## src/trig_src_pkg.sv

```systemverilog
// constants for the pulse generator trigger source path
package trig_src_pkg;
  // register indices (byte address is index times four, on the plain port only the index matters)
  localparam logic [19:0] PULSE_COMMAND_IDX  = 20'd601501;
  localparam logic [19:0] SRC_SELECT_BASE_IDX = 20'd601006;
  localparam logic [19:0] CONFIG_BASE_IDX    = 20'd601007;
  localparam logic [19:0] FIRST_SEL_BASE_IDX  = 20'd601000;
  localparam logic [19:0] GEN_STRIDE_IDX     = 20'd100;
  localparam int          ADDR_W             = 20;

  // command codes
  localparam logic [31:0] FORCE_TRIGGER_CMD  = 32'h0000_0001;

  // second selector source codes
  localparam logic [3:0] SRC_UNUSED          = 4'h0;
  localparam logic [3:0] SRC_SOFTWARE_EDGE   = 4'h1;
  localparam logic [3:0] SRC_CARD_TRIGGER    = 4'h2;
  localparam logic [3:0] SRC_FROM_GEN_ZERO   = 4'h3;
  localparam logic [3:0] SRC_FROM_GEN_ONE    = 4'h4;
  localparam logic [3:0] SRC_FROM_GEN_TWO    = 4'h5;
  localparam logic [3:0] SRC_FROM_GEN_THREE  = 4'h6;
  localparam logic [3:0] SRC_FROM_LINE_ZERO  = 4'h7;
  localparam logic [3:0] SRC_FROM_LINE_ONE   = 4'h8;
  localparam logic [3:0] SRC_FROM_LINE_TWO   = 4'h9;
  localparam logic [3:0] SRC_FROM_LINE_THREE = 4'ha;

  // configuration bit positions
  localparam int CFG_FIRST_INV_BIT  = 0;
  localparam int CFG_SECOND_INV_BIT = 1;
  localparam int CFG_OUT_INV_BIT    = 2;
  localparam int CFG_HIGH_BIT       = 3;

  // reset values
  localparam logic [3:0] SRC_SELECT_RESET = 4'h0;
  localparam logic [3:0] CONFIG_RESET     = 4'h0;
  localparam logic       FIRST_EN_RESET   = 1'b1;
endpackage

```

## src/pulse_trigger_source_select.sv

```systemverilog
// trigger source selection and software force for a bank of pulse generators
// register map, per generator g, indices step by 100 between generators:
//   source select  601006 + 100g  bits 3:0 code of the second selector
//   configuration  601007 + 100g  bit 0 inverts the first selector level
//                                 bit 1 inverts the second selector level
//                                 bit 2 inverts the generator output
//                                 bit 3 level sensing instead of edge
//   first select   601000 + 100g  bit 0 enables the first selector level
//                                 bits 3:1 read only: synced line, gate, start
//   command        601501         write only, reads back zero
//
// source codes of the second selector:
//   0 static high, 1 software force edge, 2 card trigger,
//   3..6 cascade from generator zero..three, 7..10 line zero..three,
//   11..15 reserved, they give a low second level, so a stray code fires only when bit 1 inverts it
//
// limitations:
//   - a generator cascading from its own output is not blocked here,
//     software has to keep each generator off its own cascade code
//   - line codes for lines that a card variant lacks or only drives
//     are not blocked either, they pass whatever the pin shows
//   - a line change reaches the gate two clocks late and the start one
//     clock after that, the price paid for a safe synchroniser
//   - the force pulse is one clock wide, but force writes on back-to-back clocks
//     merge into one pulse, so an edge-sensing generator sees one rising edge for both
//   - the gate itself is combinational, the start is registered
`timescale 1ns/100ps
module pulse_trigger_source_select
  import trig_src_pkg::*;
#(
  parameter int GENS = 4
) (
  // clock and reset
  input  wire logic              clk,
  input  wire logic              reset,
  // register port
  input  wire logic [ADDR_W-1:0] reg_addr,
  input  wire logic [31:0]       reg_wdata,
  input  wire logic              reg_write,
  input  wire logic              reg_read,
  output logic      [31:0]       reg_rdata,
  // external multi-purpose lines, asynchronous
  input  wire logic [3:0]        multi_line_in,
  // first selector levels and card trigger
  input  wire logic [GENS-1:0]   first_sel_level,
  input  wire logic              card_trigger,
  // generator outputs fed back for cascading
  input  wire logic [3:0]        gen_pulse_out,
  // results toward the pulse timing stage
  output logic [GENS-1:0]        trig_gate,
  output logic [GENS-1:0]        gen_start,
  output logic [GENS-1:0]        out_invert,
  output logic                   soft_edge_q
);
  logic [3:0]      line_meta_q;
  logic [3:0]      line_sync_q;
  logic [3:0]      second_src_q [GENS];
  logic [3:0]      config_q     [GENS];
  logic [GENS-1:0] first_en_q;
  logic [GENS-1:0] hit_src;
  logic [GENS-1:0] hit_cfg;
  logic [GENS-1:0] hit_first;
  logic            hit_cmd;

  // index of a per-generator register
  function automatic logic [ADDR_W-1:0] gen_idx(input logic [ADDR_W-1:0] base, input int g);
    gen_idx = base + ADDR_W'(g) * GEN_STRIDE_IDX;
  endfunction

  // ----------------------------------------------------------------
  // address decode
  // ----------------------------------------------------------------
  // one hit vector per register kind, shared by the write and read sides
  always_comb begin
    for (int g = 0; g < GENS; g++) begin
      hit_src[g]   = (reg_addr == gen_idx(SRC_SELECT_BASE_IDX, g));
      hit_cfg[g]   = (reg_addr == gen_idx(CONFIG_BASE_IDX, g));
      hit_first[g] = (reg_addr == gen_idx(FIRST_SEL_BASE_IDX, g));
    end
  end

  // the command register sits outside the per-generator stride
  assign hit_cmd = (reg_addr == PULSE_COMMAND_IDX);

  // ----------------------------------------------------------------
  // line synchroniser
  // ----------------------------------------------------------------
  // first stage is read only by the second stage
  always_ff @(posedge clk) begin
    if (reset) begin
      line_meta_q <= 4'h0;
      line_sync_q <= 4'h0;
    end else begin
      line_meta_q <= multi_line_in;
      line_sync_q <= line_meta_q;
    end
  end

  // ----------------------------------------------------------------
  // command register
  // ----------------------------------------------------------------
  // one write gives one pulse; other codes are ignored
  always_ff @(posedge clk) begin
    if (reset) begin
      soft_edge_q <= 1'b0;
    end else begin
      soft_edge_q <= reg_write && hit_cmd
                     && reg_wdata == FORCE_TRIGGER_CMD;
    end
  end

  // ----------------------------------------------------------------
  // configuration registers
  // ----------------------------------------------------------------
  // source select codes; reserved codes are kept as written and give a low second level
  always_ff @(posedge clk) begin
    if (reset) begin
      for (int g = 0; g < GENS; g++) begin
        second_src_q[g] <= SRC_SELECT_RESET;
      end
    end else if (reg_write) begin
      for (int g = 0; g < GENS; g++) begin
        if (hit_src[g]) begin
          second_src_q[g] <= reg_wdata[3:0];
        end
      end
    end
  end

  // inverter and sensing bits
  always_ff @(posedge clk) begin
    if (reset) begin
      for (int g = 0; g < GENS; g++) begin
        config_q[g] <= CONFIG_RESET;
      end
    end else if (reg_write) begin
      for (int g = 0; g < GENS; g++) begin
        if (hit_cfg[g]) begin
          config_q[g] <= reg_wdata[3:0];  // any combination allowed
        end
      end
    end
  end

  // first selector enables; reset to pass so the first selector level reaches the gate
  always_ff @(posedge clk) begin
    if (reset) begin
      first_en_q <= {GENS{FIRST_EN_RESET}};
    end else if (reg_write) begin
      for (int g = 0; g < GENS; g++) begin
        if (hit_first[g]) begin
          first_en_q[g] <= reg_wdata[0];
        end
      end
    end
  end

  // ----------------------------------------------------------------
  // read port
  // ----------------------------------------------------------------
  // command register reads zero; unmapped reads zero
  always_ff @(posedge clk) begin
    if (reset) begin
      reg_rdata <= 32'h0;
    end else if (reg_read) begin
      reg_rdata <= 32'h0;
      for (int g = 0; g < GENS; g++) begin
        if (hit_src[g]) begin
          reg_rdata <= {28'h0, second_src_q[g]};
        end
        if (hit_cfg[g]) begin
          reg_rdata <= {28'h0, config_q[g]};
        end
        if (hit_first[g]) begin
          reg_rdata <= {28'h0, gen_start[g], trig_gate[g], line_sync_q[g], first_en_q[g]};
        end
      end
    end else begin
      reg_rdata <= 32'h0;
    end
  end

  // ----------------------------------------------------------------
  // per-generator trigger stages
  // ----------------------------------------------------------------
  // the single force pulse fans out to all units on the same edge
  for (genvar g = 0; g < GENS; g++) begin : gen_unit
    trig_gen_unit u_unit (
      .clk          (clk),
      .reset        (reset),
      .second_src   (second_src_q[g]),
      .config_bits  (config_q[g]),
      .first_level  (first_sel_level[g] & first_en_q[g]),
      .soft_edge    (soft_edge_q),
      .card_trigger (card_trigger),
      .gen_out      (gen_pulse_out),
      .line_sync    (line_sync_q),
      .trig_gate    (trig_gate[g]),
      .start_q      (gen_start[g])
    );
    assign out_invert[g] = config_q[g][CFG_OUT_INV_BIT];
  end
endmodule // pulse_trigger_source_select

```

## src/trig_gen_unit.sv

```systemverilog
// trigger conditioning for one pulse generator
`timescale 1ns/100ps
module trig_gen_unit
  import trig_src_pkg::*;
(
  // clock and reset
  input  wire logic       clk,
  input  wire logic       reset,
  // configuration
  input  wire logic [3:0] second_src,
  input  wire logic [3:0] config_bits,
  input  wire logic       first_level,
  // candidate sources
  input  wire logic       soft_edge,
  input  wire logic       card_trigger,
  input  wire logic [3:0] gen_out,
  input  wire logic [3:0] line_sync,
  // result
  output logic            trig_gate,
  output logic            start_q
);
  logic second_raw;
  logic prev_q;

  // --------------------------------------------------------------
  // second selector, inverters and combination
  // --------------------------------------------------------------
  always_comb begin
    unique case (second_src)
      SRC_UNUSED:          second_raw = 1'b1;          // transparent to and
      SRC_SOFTWARE_EDGE:   second_raw = soft_edge;
      SRC_CARD_TRIGGER:    second_raw = card_trigger;
      SRC_FROM_GEN_ZERO:   second_raw = gen_out[0];
      SRC_FROM_GEN_ONE:    second_raw = gen_out[1];
      SRC_FROM_GEN_TWO:    second_raw = gen_out[2];
      SRC_FROM_GEN_THREE:  second_raw = gen_out[3];
      SRC_FROM_LINE_ZERO:  second_raw = line_sync[0];
      SRC_FROM_LINE_ONE:   second_raw = line_sync[1];
      SRC_FROM_LINE_TWO:   second_raw = line_sync[2];
      SRC_FROM_LINE_THREE: second_raw = line_sync[3];
      default:             second_raw = 1'b0;          // reserved codes give low, high only through the second inverter
    endcase
  end

  // both selector outputs pass their own inverter, the gate is always active high
  assign trig_gate = (first_level ^ config_bits[CFG_FIRST_INV_BIT])
                   & (second_raw ^ config_bits[CFG_SECOND_INV_BIT]);

  // --------------------------------------------------------------
  // edge or level sensing
  // --------------------------------------------------------------
  always_ff @(posedge clk) begin
    if (reset) begin
      prev_q  <= 1'b1;  // a gate already high at reset is not an edge
      start_q <= 1'b0;
    end else begin
      prev_q  <= trig_gate;
      start_q <= config_bits[CFG_HIGH_BIT] ? trig_gate : (trig_gate & ~prev_q);
    end
  end
endmodule // trig_gen_unit

```

## config.mk

```make
export PLATFORM = sky130hd
export DESIGN_NAME = pulse_trigger_source_select
export DESIGN_NICKNAME = d
export VERILOG_FILES = /design/src/trig_src_pkg.sv /design/src/pulse_trigger_source_select.sv /design/src/trig_gen_unit.sv
export SDC_FILE = /design/constraint.sdc
export NUM_CORES = 1
export LEC_CHECK = 0
export CORE_UTILIZATION = 40
export CTS_CLUSTER_SIZE = 16
export DETAILED_ROUTE_END_ITERATION = 6
export DONT_BUFFER_PORTS = 1
export GPL_ROUTABILITY_DRIVEN = 0
export PLACE_DENSITY = 0.63
export SLEW_MARGIN = 20
export SYNTH_ARGS = -nofsm -noshare
export SYNTH_HDL_FRONTEND = slang
export SYNTH_SLANG_ARGS = --single-unit
```

## constraint.sdc

```tcl
create_clock -name clk -period 6.15 [get_ports clk]
set_input_delay 0.3075 -clock clk [delete_from_list [all_inputs] [get_ports clk]]
set_output_delay 0.3075 -clock clk [all_outputs]
set_load 0.05 [all_outputs]
```

Yosys cells after proc, flatten, opt, wreduce, memory -nomap -nowiden --
Memory sizes are Yosys's and may differ from the RTL's. Cells that the tools add are included.
Operators by class: equal/unequal tests 54, mux-type cells 62, bitwise gates (word level) 33, reductions and logical operators 12
Operators with widths (number):
- $eq A20 B20 Y1 const B | 13
- $mux W4 | 20
- $eq A4 B3 Y1 const B | 16
- $eq A4 B4 Y1 const B | 12
- $pmux W1 S11 | 4
- $mux W1 | 38
- $eq A32 B1 Y1 const B | 1
- $eq A4 B2 Y1 const B | 8
- $eq A4 B1 Y1 const B | 4
- $logic_not A4 Y1 | 4
- $reduce_or A13 Y1 | 1
- $and A1 B1 Y1 | 12
- $or A1 B1 Y1 | 8
- $reduce_and A2 Y1 | 4
- $xor A1 B1 Y1 | 8
- $not A1 Y1 | 5
- $logic_and A1 B1 Y1 | 2
- $reduce_or A2 Y1 | 1
Word-level totals: register bits 53, bits in writable memories 32, input port bits 69, word-level logic and storage cells 180, memories kept 2
Memory list:
- config_q | depth 4, width 4, read ports 4, clocked after Yosys merged registers in 0, write ports 4, line pulse_trigger_source_select.sv:58 | logic [3:0] config_q [GENS];
- second_src_q | depth 4, width 4, read ports 4, clocked after Yosys merged registers in 0, write ports 4, line pulse_trigger_source_select.sv:57 | logic [3:0] second_src_q [GENS];

Logic depth before layout (Yosys ltp) --
Gate-level depths: netlist of run 1. An unclocked memory read counts as a cell.
depth in word-level cells 15, mapped depth 9

Modules after synthesis --
Synthesis of run 1 repeated with hierarchy kept, for this count alone.
Second synthesis, totals: cell total of the unflattened synthesis 412, area total of the unflattened synthesis 3803.6 um^2
By module, submodules not included:
- pulse_trigger_source_select | instances 1, cells an instance 300, area each 2912.8 um^2, sequential area each 1301.2 um^2
- trig_gen_unit | instances 4, cells an instance 28, area each 222.7 um^2, sequential area each 40.0 um^2

Worst setup path after synthesis of run 1 --
OpenSTA, ideal clock, no wires.
path type in2reg, start input reg_addr[5], end memory second_src_q[3][0] (enable), data arrival time 1868 ps, data required time 5789 ps, path slack 3920 ps, cell stages on the path 5, path buffers 1, cells stage by stage nand3b_1 or3b_4 or4_1 buf_2 o21ai_0
RTL lines:
- start: declaration | line pulse_trigger_source_select.sv:37 | input wire logic [ADDR_W-1:0] reg_addr,
- end: declaration | line pulse_trigger_source_select.sv:57

Final worst setup path of run 1 --
start register soft_edge_q, end output trig_gate[2]
On the way: longest elaborated chain between the ends 3
RTL lines:
- start: declaration | line pulse_trigger_source_select.sv:53 | output logic soft_edge_q
- start signal: assignment | line pulse_trigger_source_select.sv:107 | soft_edge_q <= reg_write && hit_cmd
- $pmux W1 S11 | line trig_gen_unit.sv:29 | unique case (second_src)
- $xor A1 B1 Y1 | line trig_gen_unit.sv:47 | & (second_raw ^ config_bits[CFG_SECOND_INV_BIT]);
- $and A1 B1 Y1 | line trig_gen_unit.sv:47
- end: declaration | line pulse_trigger_source_select.sv:50 | output logic [GENS-1:0] trig_gate,
Every way passes these cells.

==> impl_metrics.toml, run 1 <==
[status]
outcome = "complete, no violations"

[sta]
fin_crit_ns = 3.05
rsz0062_at_grt = "false"
fmax_mhz = 328
tightest_slew_ns = 1.11
setup_tns_ns = 0
max_slew_margin = 0.256
setup_violations = 0
drv_slew = 0
hold_viol = 0
period_share = 0.495
skew_ns = 0.0122

[job]
drv_cap = 0

[clock_network]
cts.clk_slew.worst_paths_ns = 0.07
ctsRootBufferMaster = "clkbuf_8"
cts_hold_buffers = 0
tritoncts = "done"
cts_made_buffers = 9
cts_sinks = 57
cts.repair.resized = 0
clock_path_buffers = 2
htree_num_levels = 3
postCtsSetupBuffers = 0
insertion_delay_ns = 0.34

[synth]
synth_area_um2 = 3610
async_flop_share = 0
synth_area_leaders = "edfxtp_1 27%, dfxtp_1 14%, buf_4 8.3%, mux2i_1 4.7%, nor2_1 4.4%"
yosysWarnings = 0
yosysSeqAreaShare = 0.404
ys.flop_type = "edfxtp_1"
yosys.area.top_type = "edfxtp_1"
synth-edff-count = 32
synth_cell_types = 69
ys_seq_elements = 57
synth_cells = 390
synth_top_area_share = 0.266
synth_area_per_cell_um2 = 9.27

[grt]
grt_pass1_wl_um = 14700
gr-total-overflow = 0
track_usage = 0.205
antenna_found_initial = 0
grt_max_degree = 20
grt_pass1_vias = 2667

[cells_and_area]
diodes = 0
drive_gt1_frac = 0.0747
syn2layout_area_growth_pct = 1.18
design_area_um2 = 3660
nNetsFinal = 439

[setup_path]
crit_type = "flip-flop to primary output"
worstPathRequired_ns = 5.84
arrival_ns = 2.74
start_kind = "flip-flop"
critPathMaxFanout = 4
cp-end-kind = "primary output"

[floorplan]
die_width_um = 97.0
coreArea_um2 = 8720
start_util = 0.414
num_io_pins = 114
row_count = 34
die_h_um = 97.0
die-area_um2 = 9420

[routing]
vias = 2885
drcViolationCount = 0
wirelength_um = 9490
firstDrtPassIters = 5
antenna_left = 0
wl_per_cell_um = 19.6
drt-initial-drc-count = 229
viasPerCell = 5.97

[pwr]
p_sw_frac = 0.293
combinationalPowerShare = 0.126
power.density_nw_per_um2 = 241
p_leak_nw = 1.27
ir_drop_mv = 0.117
p_int_mw = 0.624
power_switching_mw = 0.259
total_power_mw = 0.883
clockPowerShare = 0.364
sequentialPowerShare = 0.510

[placed_design]
port_buffers = 0
placed_area_um2 = 3470
hpwl_um = 7320

[min_path]
min_path_type = "primary input to flip-flop"
==> registers in the layout, summed over array words and instances (netlist names) <==
name	cells
second_src_q	16
line_sync_q	4
soft_edge_q	1
reg_rdata	4
config_q	16
line_meta_q	4
gen_unit.u_unit.start_q	4
gen_unit.u_unit.prev_q	4
first_en_q	4
==> power by group through the flow <==
stage	clock, mW	combinational (mW)	sequential [mW]
2_1_floorplan	0	0.139	0.437
3_3_place_gp	0	0.109	0.458
3_5_place_dp	0	0.110	0.458
4_1_cts	0.325	0.111	0.450
5_1_grt	0.339	0.118	0.452
6_report	0.321	0.111	0.450
==> final timing paths <==
kind	startpoint	end	slack (ns)	depth (start not counted)
setup / recovery	soft_edge_q	trig_gate[2]	3.10	5
hold / removal	reset	line_sync_q[2]	0.04	1
setup reg to reg	soft_edge_q	reg_rdata[2]	3.26	7
hold reg to reg	gen_unit[0].u_unit.prev_q	gen_unit[0].u_unit.start_q	0.42	1
==> final cells by class <==
type | count | area, µm²
clock buffers | 13 | 169
well taps | 108 | 135
clock inverters | 3 | 15.0
inverters | 14 | 52.6
fillers | 858 | 5060
flip-flops and latches | 57 | 1460
multi-input cells | 288 | 1820
==> through the flow <==
step / worst slack, ns / hold slack [ns] / std cells / util
final: 3.10 / 0.0405 / 483 / 0.419
after global routing: 2.95 / 0.0257 / 483 / 0.419
after CTS: 3.06 / 0.0253 / 483 / 0.419
after detailed placement: 3.26 / 0.385 / 467 / 0.398
after global placement: 3.30 / 0.385 / 467 / 0.398
after floorplan: 3.92 / 0.391 / 417 / -
==> critical path, stage by stage (launching register included) <==
cell       delay, ns
dfxtp_1         0.74
mux2i_1         0.14
a2111oi_0       0.41
nor4_1          0.15
xor2_1          0.19
nor2_1          0.78
==> synthesized netlist by cell type (3+ instances only) <==
cell and number:
a2111oi_0 4, inv_1 13, and2_1 10, a221oi_1 4, o221ai_1 3, buf_4 40
nand4_1 5, a22oi_1 3, nand3b_1 5, o21ai_1 3, edfxtp_1 32, or3_1 3
o22ai_1 7, nor2_1 42, o21ai_0 14, nand2b_1 4, clkbuf_1 9, dfxtp_1 25
nor2b_1 10, xor2_1 6, nand3_1 11, buf_2 8, nor4_1 12, nand2_1 25
nor3_1 10, a21oi_1 5, nor4b_1 5, mux2i_1 17
==> layout by cell type (no fill, tap or decap), drive strengths merged, types with 12 or more instances in the layout <==
cell    synthesis  final
o21ai          17     17
nor2           42     42
mux2i          17     17
dfxtp          25     25
nand3          12     12
edfxtp         32     32
nor4           12     12
clkbuf          9     13
conb            1     28
inv            13     13
nand2          25     25
==> per-layer routing <==
metal / global-route usage / wire length, µm / up-vias
met3: 0.0578 / 924 / 18
met4: 0.0631 / 148 / 2
met5: 0 / 19 / -
met2: 0.322 / 4410 / 146
li1: - / - / 1342
met1: 0.273 / 3990 / 1377
==> kinds of logic after synthesis <==
| family | Yosys count | synth area share |
|---|---|---|
| AND/OR/NAND/NOR | 165 | 0.258 |
| buffers and inverters | 72 | 0.119 |
| AO/OA/AOI/OAI | 67 | 0.139 |
| flip-flops | 57 | 0.404 |
| multiplexers | 20 | 0.0596 |
| XOR/XNOR | 8 | 0.0194 |
| other | 1 | 0.00104 |
Power figures use the tool's default switching activity.
==> run 2: changes to the inputs <==
Settings changed: PLACE_DENSITY 0.63 to 0.65.
Clock period 6.15 ns to 2.65 ns, I/O delays scaled along.
==> impl_metrics.toml, run 2 (synthesized netlist as in run 1, its figures left out) <==
[status]
outcome = "complete, no violations"

[floorplan]
die_width_um = 97.0
coreArea_um2 = 8720
start_util = 0.414
die-area_um2 = 9420
row_count = 34
num_io_pins = 114
die_h_um = 97.0

[setup_path]
cp_slowest_cell = "edfxtp_1"
crit_type = "flip-flop to primary output"
worst_r2r_endpoint = "reg_rdata[2]"
r2r_slack_ns = 0.31
r2r_start = "second_src_q[1][0]"
critPathBufInv = 1
crit_chain = "nor3b_1 -> a2111oi_0 -> nor4_2 -> xor2_1 -> nor2_1 -> buf_4"
cp_top_family = "simple AND/OR/NAND/NOR gates"
cp.depth = 6
cp-end-kind = "primary output"
start_kind = "flip-flop"
arrival_ns = 2.36
ff2ff_path_depth = 7
worstPathRequired_ns = 2.52
critPathMaxFanout = 7
max_stage_delay_ns = 0.54

[min_path]
min_path_type = "primary input to flip-flop"
min_path_cells = 3
min_from = "reg_write"
hold_end = "first_en_q[2]"

[clock_network]
postCtsSetupBuffers = 0
ctsRootBufferMaster = "clkbuf_8"
insertion_delay_ns = 0.34
cts_sinks = 57
htree_num_levels = 3
cts.clk_slew.worst_paths_ns = 0.06
cts_made_buffers = 9
tritoncts = "done"
clock_path_buffers = 2

[placed_design]
port_buffers = 0
hpwl_um = 7360
placed_area_um2 = 3520

[sta]
fin_crit_ns = 2.50
rsz0062_at_grt = "false"
period_share = 0.942
max_slew_margin = 0.522
tightest_slew_ns = 0.711
setup_tns_ns = 0
setup_violations = 0
skew_ns = 0.00609
hold_viol = 0
drv_slew = 0
fmax_mhz = 400

[routing]
vias = 3080
drcViolationCount = 0
viasPerCell = 6.09
antenna_left = 0
wl_per_cell_um = 19.8
wirelength_um = 10000
drt-initial-drc-count = 275
firstDrtPassIters = 6

[pwr]
power.density_nw_per_um2 = 550
p_leak_nw = 1.37
ir_drop_mv = 0.379

[cells_and_area]
diodes = 0
reg.largest.list = "config_q x16, second_src_q x16"
design_area_um2 = 3880
final_common_cell = "nor2_1"
syn2layout_area_growth_pct = 7.38
drive_gt1_frac = 0.0854
nNetsFinal = 462
layout_common_cells = "42 x nor2_1, 32 x edfxtp_1, 28 x conb_1"
final.fill_count = 856

[grt]
gr-total-overflow = 0
track_usage = 0.217
antenna_found_initial = 0
grt_pass1_wl_um = 15700
grt_max_degree = 20
grt_pass1_vias = 2818

[job]
drv_cap = 0
-- run 2: cell count changes in the layout (fill, tap and decap cells not counted) --
cell,delta
nor4_1,-1
clkinv_2,-1
clkbuf_8,-2
nor4_2,+1
clkbuf_1,+2
buf_4,+7
bufinv_16,+1
dlygate4sd3_1,+16
-- run 2: what timing repair did --
| item | CTS | global route |
|---|---|---|
| endpoints found under the setup margin | 0 | 1 |
| hold endpoints to repair | 23 | 1 |
| hold buffers | 15 | 1 |
| resized for setup | 0 | 1 |
-- run 2: tightest hold or removal path: stages --
cell	delay (ns)
nand3_1	0.06
mux2i_1	0.07
nand2_1	0.06
-- run 2: final cells by class --
type | count | area [µm²] | share of cell area
inverter | 14 | 52.6 | 0.0135
clock buffer | 13 | 149 | 0.0384
timing repair buffer | 23 | 213 | 0.0548
clock inverter | 3 | 40.0 | 0.0103
sequential | 57 | 1460 | 0.377
tap | 108 | 135 | 0.0348
multi-input combinational | 288 | 1830 | 0.471
-- run 2: worst max-delay path by stage --
stage                             from           end  slack [ns]
floorplan           second_src_q[1][0]  reg_rdata[2]        0.59
global placement    second_src_q[1][0]  reg_rdata[2]        0.45
detailed placement  second_src_q[1][0]  reg_rdata[2]        0.35
CTS                 second_src_q[2][1]  trig_gate[2]        0.12
global route        second_src_q[2][1]  trig_gate[2]        0.07
finish              second_src_q[2][1]  trig_gate[2]        0.15
-- run 2: metrics by stage --
stage / hold WS (ns) / instances / util / power [mW] / setup slack (ns)
6_report: 0.0125 / 506 / 0.445 / 2.13 / 0.153
2_1_floorplan: 0.216 / 417 / - / 1.34 / 0.594
4_1_cts: 0.00151 / 505 / 0.443 / 2.14 / 0.125
5_1_grt: 0.00724 / 506 / 0.445 / 2.21 / 0.0728
3_3_place_gp: 0.209 / 474 / 0.404 / 1.32 / 0.450
3_5_place_dp: 0.209 / 474 / 0.404 / 1.33 / 0.349
-- run 2: power breakdown --
group	total, mW	internal (mW)	switching (mW)
Clock	0.796	0.458	0.339
Sequential	1.05	0.975	0.0711
Combinational	0.290	0.0841	0.206
-- run 2: metal layers --
layer  global-route usage  vias up  wire [µm]
met3               0.0441       18        989
met5                    0        -          0
li1                     -     1390          -
met2                0.328      168       4590
met1                0.303     1504       4250
met4               0.0850        0        168
